**src/pirc_pkg.sv**
```systemverilog
package pirc_pkg;

  // Device register map
  localparam logic [7:0] PIRC_FLAGS_OFF = 8'h0C;
  localparam logic [7:0] PIRC_ENABLES_OFF = 8'h8C;
  localparam logic [7:0] PIRC_POWER_OFF = 8'h8E;

  // Flag and enable bit positions
  localparam int PIRC_ADC_BIT = 6;
  localparam int PIRC_SERIAL_BIT = 3;
  localparam int PIRC_CCP_BIT = 2;
  localparam int PIRC_TMR2_BIT = 1;
  localparam int PIRC_TMR1_BIT = 0;
  localparam logic [7:0] PIRC_IMPL_MASK = 8'h4F;

  // Power control status bit positions
  localparam int PIRC_POR_BIT = 1;
  localparam int PIRC_BOR_BIT = 0;
  localparam logic [7:0] PIRC_POWER_MASK = 8'h03;

  // Reset values
  localparam logic [7:0] PIRC_FLAGS_RESET = 8'h00;
  localparam logic [7:0] PIRC_ENABLES_RESET = 8'h00;
  localparam logic PIRC_POR_RESET = 1'b0;
  localparam logic PIRC_BOR_RESET = 1'b0;

  // Capture/compare unit modes
  localparam logic [1:0] PIRC_CCP_OFF = 2'h0;
  localparam logic [1:0] PIRC_CCP_CAPTURE = 2'h1;
  localparam logic [1:0] PIRC_CCP_COMPARE = 2'h2;
  localparam logic [1:0] PIRC_CCP_PWM = 2'h3;

  // Controller APB map
  localparam logic [7:0] PIRC_CTRL_OFF = 8'h00;
  localparam logic [7:0] PIRC_ACCESS_OFF = 8'h04;
  localparam logic [7:0] PIRC_RDATA_OFF = 8'h08;
  localparam logic [7:0] PIRC_IRQ_STATUS_OFF = 8'h0C;
  localparam logic [7:0] PIRC_IRQ_CLEAR_OFF = 8'h10;
  localparam logic [7:0] PIRC_IRQ_ENABLE_OFF = 8'h14;

  // Controller field positions
  localparam int PIRC_CTRL_GIE_BIT = 0;
  localparam int PIRC_CTRL_PERIPHERAL_IRQ_MASTER_ENABLE_BIT = 1;
  localparam int PIRC_CTRL_BROWNOUT_DETECT_ENABLE_BIT = 2;
  localparam int PIRC_ACC_WDATA_LSB = 8;
  localparam int PIRC_ACC_WRITE_BIT = 16;
  localparam int PIRC_RDATA_BUSY_BIT = 8;
  localparam int PIRC_IRQ_DONE_BIT = 0;
  localparam int PIRC_IRQ_PERIPH_BIT = 1;
  localparam logic [2:0] PIRC_CTRL_RESET = 3'h0;
  localparam logic [1:0] PIRC_IRQ_RESET = 2'h0;

  typedef enum logic [1:0] {
    PIRC_IDLE,
    PIRC_ISSUE,
    PIRC_CAPTURE
  } pirc_state_t;

endpackage

```
**src/pirc_if.sv**
```systemverilog
`timescale 1ns/1ps
interface pirc_if;
  // Core register port
  logic [7:0] reg_addr;
  logic reg_wr;
  logic reg_rd;
  logic [7:0] reg_wdata;
  logic [7:0] reg_rdata;
  // Peripheral events
  logic adc_done;
  logic serial_done;
  logic ccp_event;
  logic [1:0] ccp_mode;
  logic timer2_match;
  logic timer1_overflow;
  // Reset causes and configuration
  logic brownout_reset;
  logic master_clear_reset;
  logic watchdog_reset;
  logic brownout_detect_enable;
  // Interrupt gating
  logic global_irq_enable;
  logic peripheral_irq_master_enable;
  logic core_irq;

  modport dev (
    input reg_addr, reg_wr, reg_rd, reg_wdata,
    output reg_rdata,
    input adc_done, serial_done, ccp_event, ccp_mode, timer2_match, timer1_overflow,
    input brownout_reset, master_clear_reset, watchdog_reset, brownout_detect_enable,
    input global_irq_enable, peripheral_irq_master_enable,
    output core_irq
  );

  modport core (
    output reg_addr, reg_wr, reg_rd, reg_wdata,
    input reg_rdata,
    output adc_done, serial_done, ccp_event, ccp_mode, timer2_match, timer1_overflow,
    output brownout_reset, master_clear_reset, watchdog_reset, brownout_detect_enable,
    output global_irq_enable, peripheral_irq_master_enable,
    input core_irq
  );
endinterface

```
**src/pirc_device.sv**
```systemverilog
// Contract
// - Enable bits 6,3,2,1,0 are read/write
// - Enable bit 1 masks timer2 match
// - Bits 7,5,4 read zero, ignore writes
// - Flags set regardless of any enable
// - Software clears flag before enabling source
// - Conversion done sets flag bit 6
// - Serial transfer done sets flag bit 3
// - Timer2 period match sets flag bit 1
// - Peripheral master enable gates all sources
// - Global enable gates every interrupt
// - Status bit separates power-on from others
// - Brownout bit separates brownout from power-on
// - Brownout bit undefined after power-on
// - Software sets it; brownout clears it
// - Brownout bit meaningless when detector disabled
//
// The APB register port is this design's own decision.
`timescale 1ns/1ps
module pirc_device
  import pirc_pkg::*;
(
  // Clock and reset
  input wire logic pclk,
  input wire logic presetn,
  // Core side
  pirc_if.dev link
);

  function automatic logic addr_hit(input logic [7:0] addr, input logic [7:0] off);
    addr_hit = (addr == off);
  endfunction

  // Unimplemented bits are dropped on write and on read
  function automatic logic [7:0] impl_only(input logic [7:0] value);
    impl_only = value & PIRC_IMPL_MASK;
  endfunction

  logic [7:0] flags_reg;
  logic [7:0] flags_next;
  logic [7:0] enables_reg;
  logic [7:0] enables_next;
  logic por_status_reg;
  logic por_status_next;
  logic bor_status_reg;
  logic bor_status_next;
  logic [7:0] rdata_reg;
  logic [7:0] rdata_next;

  // Register decode
  wire hit_flags = addr_hit(link.reg_addr, PIRC_FLAGS_OFF);
  wire hit_enables = addr_hit(link.reg_addr, PIRC_ENABLES_OFF);
  wire hit_power = addr_hit(link.reg_addr, PIRC_POWER_OFF);
  wire wr_flags = link.reg_wr && hit_flags;
  wire wr_enables = link.reg_wr && hit_enables;
  wire wr_power = link.reg_wr && hit_power;
  // Read strobes; a read with no hit returns zero
  wire rd_flags = link.reg_rd && hit_flags;
  wire rd_enables = link.reg_rd && hit_enables;
  wire rd_power = link.reg_rd && hit_power;

  // A disabled detector raises no brownout at all
  wire bor_hit = link.brownout_reset && link.brownout_detect_enable;

  // Any non power-on reset returns flags and enables to idle
  wire soft_reset = bor_hit || link.master_clear_reset || link.watchdog_reset;

  // Capture/compare only counts outside PWM and off modes
  wire ccp_in_capture = (link.ccp_mode == PIRC_CCP_CAPTURE);
  wire ccp_in_compare = (link.ccp_mode == PIRC_CCP_COMPARE);
  wire ccp_counts = ccp_in_capture || ccp_in_compare;

  // Event vector in flag layout
  logic [7:0] event_bits;
  always_comb begin
    event_bits = 8'h00;
    event_bits[PIRC_ADC_BIT] = link.adc_done;
    event_bits[PIRC_SERIAL_BIT] = link.serial_done;
    event_bits[PIRC_CCP_BIT] = link.ccp_event && ccp_counts;
    event_bits[PIRC_TMR2_BIT] = link.timer2_match;
    event_bits[PIRC_TMR1_BIT] = link.timer1_overflow;
  end

  // Software value of the flags for this cycle
  wire [7:0] flags_base = wr_flags ? link.reg_wdata : flags_reg;
  // Events win over a clearing write in the same cycle
  wire [7:0] flags_merged = impl_only(flags_base | event_bits);

  // A non power-on reset beats any event
  always_comb begin
    if (soft_reset) begin
      flags_next = PIRC_FLAGS_RESET;
    end else begin
      flags_next = flags_merged;
    end
  end

  // Enables are plain storage for implemented bits
  always_comb begin
    if (soft_reset) begin
      enables_next = PIRC_ENABLES_RESET;
    end else if (wr_enables) begin
      enables_next = impl_only(link.reg_wdata);
    end else begin
      enables_next = enables_reg;
    end
  end

  // Power-on status survives master-clear and watchdog resets
  always_comb begin
    if (wr_power) begin
      por_status_next = link.reg_wdata[PIRC_POR_BIT];
    end else begin
      por_status_next = por_status_reg;
    end
  end

  // Brownout clear dominates a software set in the same cycle
  always_comb begin
    if (bor_hit) begin
      bor_status_next = 1'b0;
    end else if (wr_power) begin
      bor_status_next = link.reg_wdata[PIRC_BOR_BIT];
    end else begin
      bor_status_next = bor_status_reg;
    end
  end

  // Named status bits; brownout bit is only trusted once software set it
  wire power_on_status = por_status_reg;
  wire brownout_reset_status = bor_status_reg;

  // Power status in register layout
  logic [7:0] power_view;
  always_comb begin
    power_view = 8'h00;
    power_view[PIRC_POR_BIT] = power_on_status;
    power_view[PIRC_BOR_BIT] = brownout_reset_status;
  end

  // Read data holds between reads; unmapped addresses read zero
  always_comb begin
    if (rd_flags) begin
      rdata_next = impl_only(flags_reg);
    end else if (rd_enables) begin
      rdata_next = impl_only(enables_reg);
    end else if (rd_power) begin
      rdata_next = power_view & PIRC_POWER_MASK;
    end else if (link.reg_rd) begin
      rdata_next = 8'h00;
    end else begin
      rdata_next = rdata_reg;
    end
  end

  always_ff @(posedge pclk or negedge presetn) begin
    if (!presetn) begin
      flags_reg <= PIRC_FLAGS_RESET;
      enables_reg <= PIRC_ENABLES_RESET;
      rdata_reg <= 8'h00;
    end else begin
      flags_reg <= flags_next;
      enables_reg <= enables_next;
      rdata_reg <= rdata_next;
    end
  end

  // Power-on clears the power-on bit; the brownout bit is left
  // at a fixed zero since its power-on value has no meaning
  always_ff @(posedge pclk or negedge presetn) begin
    if (!presetn) begin
      por_status_reg <= PIRC_POR_RESET;
      bor_status_reg <= PIRC_BOR_RESET;
    end else begin
      por_status_reg <= por_status_next;
      bor_status_reg <= bor_status_next;
    end
  end

  assign link.reg_rdata = rdata_reg;

  // Named flag fields
  wire converter_done_flag = flags_reg[PIRC_ADC_BIT];
  wire serial_port_flag = flags_reg[PIRC_SERIAL_BIT];
  wire capture_compare_flag = flags_reg[PIRC_CCP_BIT];
  wire timer2_match_flag = flags_reg[PIRC_TMR2_BIT];
  wire timer1_overflow_flag = flags_reg[PIRC_TMR1_BIT];

  // Named enable fields
  wire converter_done_irq_enable = enables_reg[PIRC_ADC_BIT];
  wire serial_port_irq_enable = enables_reg[PIRC_SERIAL_BIT];
  wire capture_compare_irq_enable = enables_reg[PIRC_CCP_BIT];
  wire timer2_match_irq_enable = enables_reg[PIRC_TMR2_BIT];
  wire timer1_overflow_irq_enable = enables_reg[PIRC_TMR1_BIT];

  // Per-source requests; a stale flag fires the moment its enable is set
  wire converter_done_req = converter_done_flag && converter_done_irq_enable;
  wire serial_port_req = serial_port_flag && serial_port_irq_enable;
  wire capture_compare_req = capture_compare_flag && capture_compare_irq_enable;
  wire timer2_match_req = timer2_match_flag && timer2_match_irq_enable;
  wire timer1_overflow_req = timer1_overflow_flag && timer1_overflow_irq_enable;

  // Interrupt request, gated by both master enables
  wire any_pending = converter_done_req || serial_port_req || capture_compare_req ||
                     timer2_match_req || timer1_overflow_req;
  wire periph_gate = link.peripheral_irq_master_enable;
  wire global_gate = link.global_irq_enable;

  assign link.core_irq = any_pending && periph_gate && global_gate;

endmodule

```
**src/flat_wrapper.sv**
```systemverilog
// flat-port wrapper written by rule: the top's interface ports become plain ports
module pirc_device_flat import pirc_pkg::*;
  (pclk, presetn, link_reg_addr, link_reg_wr, link_reg_rd, link_reg_wdata, link_reg_rdata, link_adc_done, link_serial_done, link_ccp_event, link_ccp_mode, link_timer2_match, link_timer1_overflow, link_brownout_reset, link_master_clear_reset, link_watchdog_reset, link_brownout_detect_enable, link_global_irq_enable, link_peripheral_irq_master_enable, link_core_irq);
  pirc_if link_i ();
  input wire logic pclk;
  input wire logic presetn;
  input wire logic [$bits(link_i.reg_addr)-1:0] link_reg_addr;
  input wire logic [$bits(link_i.reg_wr)-1:0] link_reg_wr;
  input wire logic [$bits(link_i.reg_rd)-1:0] link_reg_rd;
  input wire logic [$bits(link_i.reg_wdata)-1:0] link_reg_wdata;
  output wire logic [$bits(link_i.reg_rdata)-1:0] link_reg_rdata;
  input wire logic [$bits(link_i.adc_done)-1:0] link_adc_done;
  input wire logic [$bits(link_i.serial_done)-1:0] link_serial_done;
  input wire logic [$bits(link_i.ccp_event)-1:0] link_ccp_event;
  input wire logic [$bits(link_i.ccp_mode)-1:0] link_ccp_mode;
  input wire logic [$bits(link_i.timer2_match)-1:0] link_timer2_match;
  input wire logic [$bits(link_i.timer1_overflow)-1:0] link_timer1_overflow;
  input wire logic [$bits(link_i.brownout_reset)-1:0] link_brownout_reset;
  input wire logic [$bits(link_i.master_clear_reset)-1:0] link_master_clear_reset;
  input wire logic [$bits(link_i.watchdog_reset)-1:0] link_watchdog_reset;
  input wire logic [$bits(link_i.brownout_detect_enable)-1:0] link_brownout_detect_enable;
  input wire logic [$bits(link_i.global_irq_enable)-1:0] link_global_irq_enable;
  input wire logic [$bits(link_i.peripheral_irq_master_enable)-1:0] link_peripheral_irq_master_enable;
  output wire logic [$bits(link_i.core_irq)-1:0] link_core_irq;
  assign link_i.reg_addr = link_reg_addr;
  assign link_i.reg_wr = link_reg_wr;
  assign link_i.reg_rd = link_reg_rd;
  assign link_i.reg_wdata = link_reg_wdata;
  assign link_reg_rdata = link_i.reg_rdata;
  assign link_i.adc_done = link_adc_done;
  assign link_i.serial_done = link_serial_done;
  assign link_i.ccp_event = link_ccp_event;
  assign link_i.ccp_mode = link_ccp_mode;
  assign link_i.timer2_match = link_timer2_match;
  assign link_i.timer1_overflow = link_timer1_overflow;
  assign link_i.brownout_reset = link_brownout_reset;
  assign link_i.master_clear_reset = link_master_clear_reset;
  assign link_i.watchdog_reset = link_watchdog_reset;
  assign link_i.brownout_detect_enable = link_brownout_detect_enable;
  assign link_i.global_irq_enable = link_global_irq_enable;
  assign link_i.peripheral_irq_master_enable = link_peripheral_irq_master_enable;
  assign link_core_irq = link_i.core_irq;
  pirc_device u_core (.pclk(pclk), .presetn(presetn), .link(link_i));
endmodule
```
**config.mk**
```make
export PLATFORM = sky130hd
export DESIGN_NAME = pirc_device_flat
export DESIGN_NICKNAME = d
export VERILOG_FILES = /design/src/pirc_pkg.sv /design/src/pirc_if.sv /design/src/pirc_device.sv /design/src/flat_wrapper.sv
export SDC_FILE = /design/constraint.sdc
export NUM_CORES = 1
export LEC_CHECK = 0
export ABC_AREA = 1
export BUFFER_PORTS_ARGS = -buffer_cell sky130_fd_sc_hd__buf_2
export CAP_MARGIN = 20
export CORE_AREA = 10 10 62 64
export CTS_CLUSTER_DIAMETER = 200
export DETAILED_ROUTE_END_ITERATION = 10
export DIE_AREA = 0 0 72 74
export PLACE_DENSITY_LB_ADDON = 0.05
export SLEW_MARGIN = 20
export SYNTH_ARGS = -nofsm -noshare
export SYNTH_HDL_FRONTEND = slang
export SYNTH_SLANG_ARGS = --single-unit
```
**constraint.sdc**
```tcl
create_clock -name pclk -period 0.8 [get_ports pclk]
set_input_delay 0 -clock pclk [delete_from_list [all_inputs] [get_ports pclk]]
set_output_delay 0 -clock pclk [all_outputs]
set_load 0.05 [all_outputs]
```
==> results by group <==
Power
  • Sw frac: 28.82%
  • Clk network pwr share: about 28%
  • Reg power frac: 51.8%
  • VDD IR-drop max: around 740 uV
  • Power Density: 1046 mW/mm^2
  • Int Pwr: 1.209 mW
  • Static leakage: roughly 0.95 nW
  • Logic pwr share: 19.7%
  • NetSw: 489.3 uW

Critical path
  • Critical Path AT: 1230 ps
  • CP Cell Sequence: nand2_1 -> nand3_2 -> a21oi_2 -> a21oi_4 -> buf_6
  • Setup crit end kind: output port
  • Worst path max stage delay: around 390 ps
  • Highest-delay cell along the critical path: dfrtp_1
  • Top delay family on crit path: flip-flops
  • CP max FO: 2
  • Crit path kind: reg2out
  • Crit path launch type: flop
  • Critical Path RT: approximately 800 ps
  • Buf/Inv on CP: 1

Global routing
  • Grt ovf: 0
  • Initial antenna violation count: 0
  • GRT Total Usage: 11.23%
  • Vias in the first global route: 1151
  • First-pass GRT wire length: 4.961 mm
  • Pin count of the biggest net entering global routing: 18

Synthesis
  • Sequential cell area fraction in the yosys report: between 40% and 50%
  • Cells after Synth: 137
  • Register bit total from synthesis: 17
  • Top-area cell type share of the netlist area: 41.77%
  • Yosys Warn Count: 0
  • Post-Syn Area: approximately 0.0010 sq mm
  • Netlist cell types: 20
  • Top cells by area, synth: dfrtp_1 42%, nand2_1 18%, nand3_1 12%
  • Yosys top cell by area: dfrtp_1
  • Mean area per synthesized cell: 7.434 sq um

Layout
  • Final Core Density: approximately three fifths
  • Commonest non-fill, non-tap cells in the layout: 45 x nand2_1, 29 x buf_2, 14 x nand3_1, 14 x buf_4
  • Area Overhead vs Synth: 59.46%
  • Most common cell after layout, fill and taps aside: nand2_1
  • Antenna fix cells: 0
  • Final cell count without fillers: around 230
  • Nets: 237
  • Share of cells above drive strength 1: 48.28%

Route
  • Total Wirelength: 2.804 mm
  • Routed Antenna Nets: 0
  • Residual DRC: 0
  • Via/cell ratio: 4.568
  • Via count: 1069
  • First drt pass iteration count: 4
  • DR iter-0 viols: 24
  • WL/cell: 11.98 um

STA
  • Final setup viols: 15
  • RSZ-0062 raised after global routing: yes
  • Max Clock Skew: about 2.2 ps
  • Slew Limit Fails: 0
  • Final hold vios: 0
  • Min Tclk post-route: around 1200 ps
  • Final worst setup slack: -429.4 ps
  • Final period util: 153.7%
  • F_max: 813.4 MHz

Floorplan
  • Die ar.: 0.005328 sq mm
  • I/O Pins: 42
  • Die Span Y: 74 um
  • Die X: 72 um
  • Initial Util: 38.25%
  • Core footprint: 0.002663 sq mm
  • Number of core rows: 19

Placed design
  • Port bufs: 35
  • Placed cells: 218
  • Hpwl dp: 2.278 mm
  • Placer Congestion: 0.7557

Flow run
  • Max Cap Viol: 0

Clock tree
  • CTS Buf Count: 3
  • Register clock-pin slew on the reported worst setup and hold paths: roughly 110 ps
  • Clock sinks: 17
  • Clk root buf: clkbuf_4
  • Clock Tree Buf Depth: 2
  • CTS tree: yes
  • Worst-skew pair later-pin latency: 290 ps
  • H-tree depth: 1

Worst hold path
  • Worst hold path type: in2reg

Status
  • Status: finished, violations left
  • Failing checks: setup timing
-- synthesized netlist by cell type --
cell,number
nand2_1,50
nand3_1,24
dfrtp_1,17
inv_1,12
inv_2,5
nand4_1,4
buf_4,3
nor2_1,3
a21oi_1,2
clkinv_1,2
nand2_2,2
nand2_4,2
nand3_2,2
nor2_2,2
nor2_8,2
clkbuf_1,1
conb_1,1
nor2_4,1
nor3_2,1
xor2_1,1
-- layout make-up --
class / instances / area, sq um
clock buffer: 3 / 22.52
clock inverter: 1 / 5.005
fill: 264 / 1039
inverter: 19 / 71.32
multi-input combinational: 99 / 580.6
sequential: 17 / 431.7
tap: 31 / 38.79
timing repair buffer: 64 / 474.2
-- stage by stage --
step	hold slack [ps]	power, mW	setup WS (ps)	TNS [ps]	area, sq um
finish	21.94	1.698	-429.4	-1138	1624
global route	36.71	1.769	-502.2	-1776	1624
global placement	-55.84	1.171	-217.2	-1619	1359
CTS	8.697	1.692	-434.8	-1007	1548
detailed placement	-48.13	1.177	-214.0	-1978	1359
floorplan	-295.6	1.035	-53.97	-53.97	1044
-- timing repair --
action,4_1_cts,5_1_grt
pin swaps,2,8
hold buffers,10,0
setup buffers,2,3
hold endpoints to repair,28,0
setup endpoints to repair,13,16
gates resized for setup,17,18
-- worst paths after layout --
kind	depth (start not counted)	startpoint	slack, ps	to
setup / recovery	5	u_core.enables_reg[3]	-430	link_core_irq
hold / removal	5	link_ccp_event	20	u_core.flags_reg[2]
setup reg to reg	4	u_core.enables_reg[6]	-100	u_core.link.reg_rdata[6]
hold reg to reg	2	u_core.por_status_reg	500	u_core.por_status_reg
max in group asynchronous	2	presetn	360	u_core.link.reg_rdata[3]
min in group asynchronous	2	presetn	140	u_core.link.reg_rdata[0]
-- cells by family after synthesis --
logic type	synth area share, %
and+or+nand+nor	46.44
buffers and inverters	9.582
DFF	41.77
AOI/OAI and AO/OA	0.9828
xor gates and xnor gates	0.8601
other	0.3682
-- power by group through the flow --
| stage | registers (mW) | logic (mW) | clock network (mW) |
|---|---|---|---|
| after floorplan | 0.896 | 0.139 | 0 |
| after global placement | 0.895 | 0.276 | 0 |
| after detailed placement | 0.895 | 0.282 | 0 |
| after CTS | 0.879 | 0.324 | 0.488 |
| after global routing | 0.882 | 0.372 | 0.515 |
| final | 0.880 | 0.334 | 0.484 |
-- worst min-delay path: cells and delay by family --
family | cells | cell delay (ps)
buffers and inverters | 2 | 110
AND/OR/NAND/NOR | 3 | 170
-- layer usage --
layer | vias to the layer above | share of wire [%] | global-route usage, %
met2 | 31 | 49 | 18.92
met4 | 0 | 0.89 | 3.871
met5 | - | 0 | 0
li1 | 558 | - | -
met1 | 476 | 42 | 13.13
met3 | 4 | 8.0 | 3.723
Power figures use the tool's default switching activity.
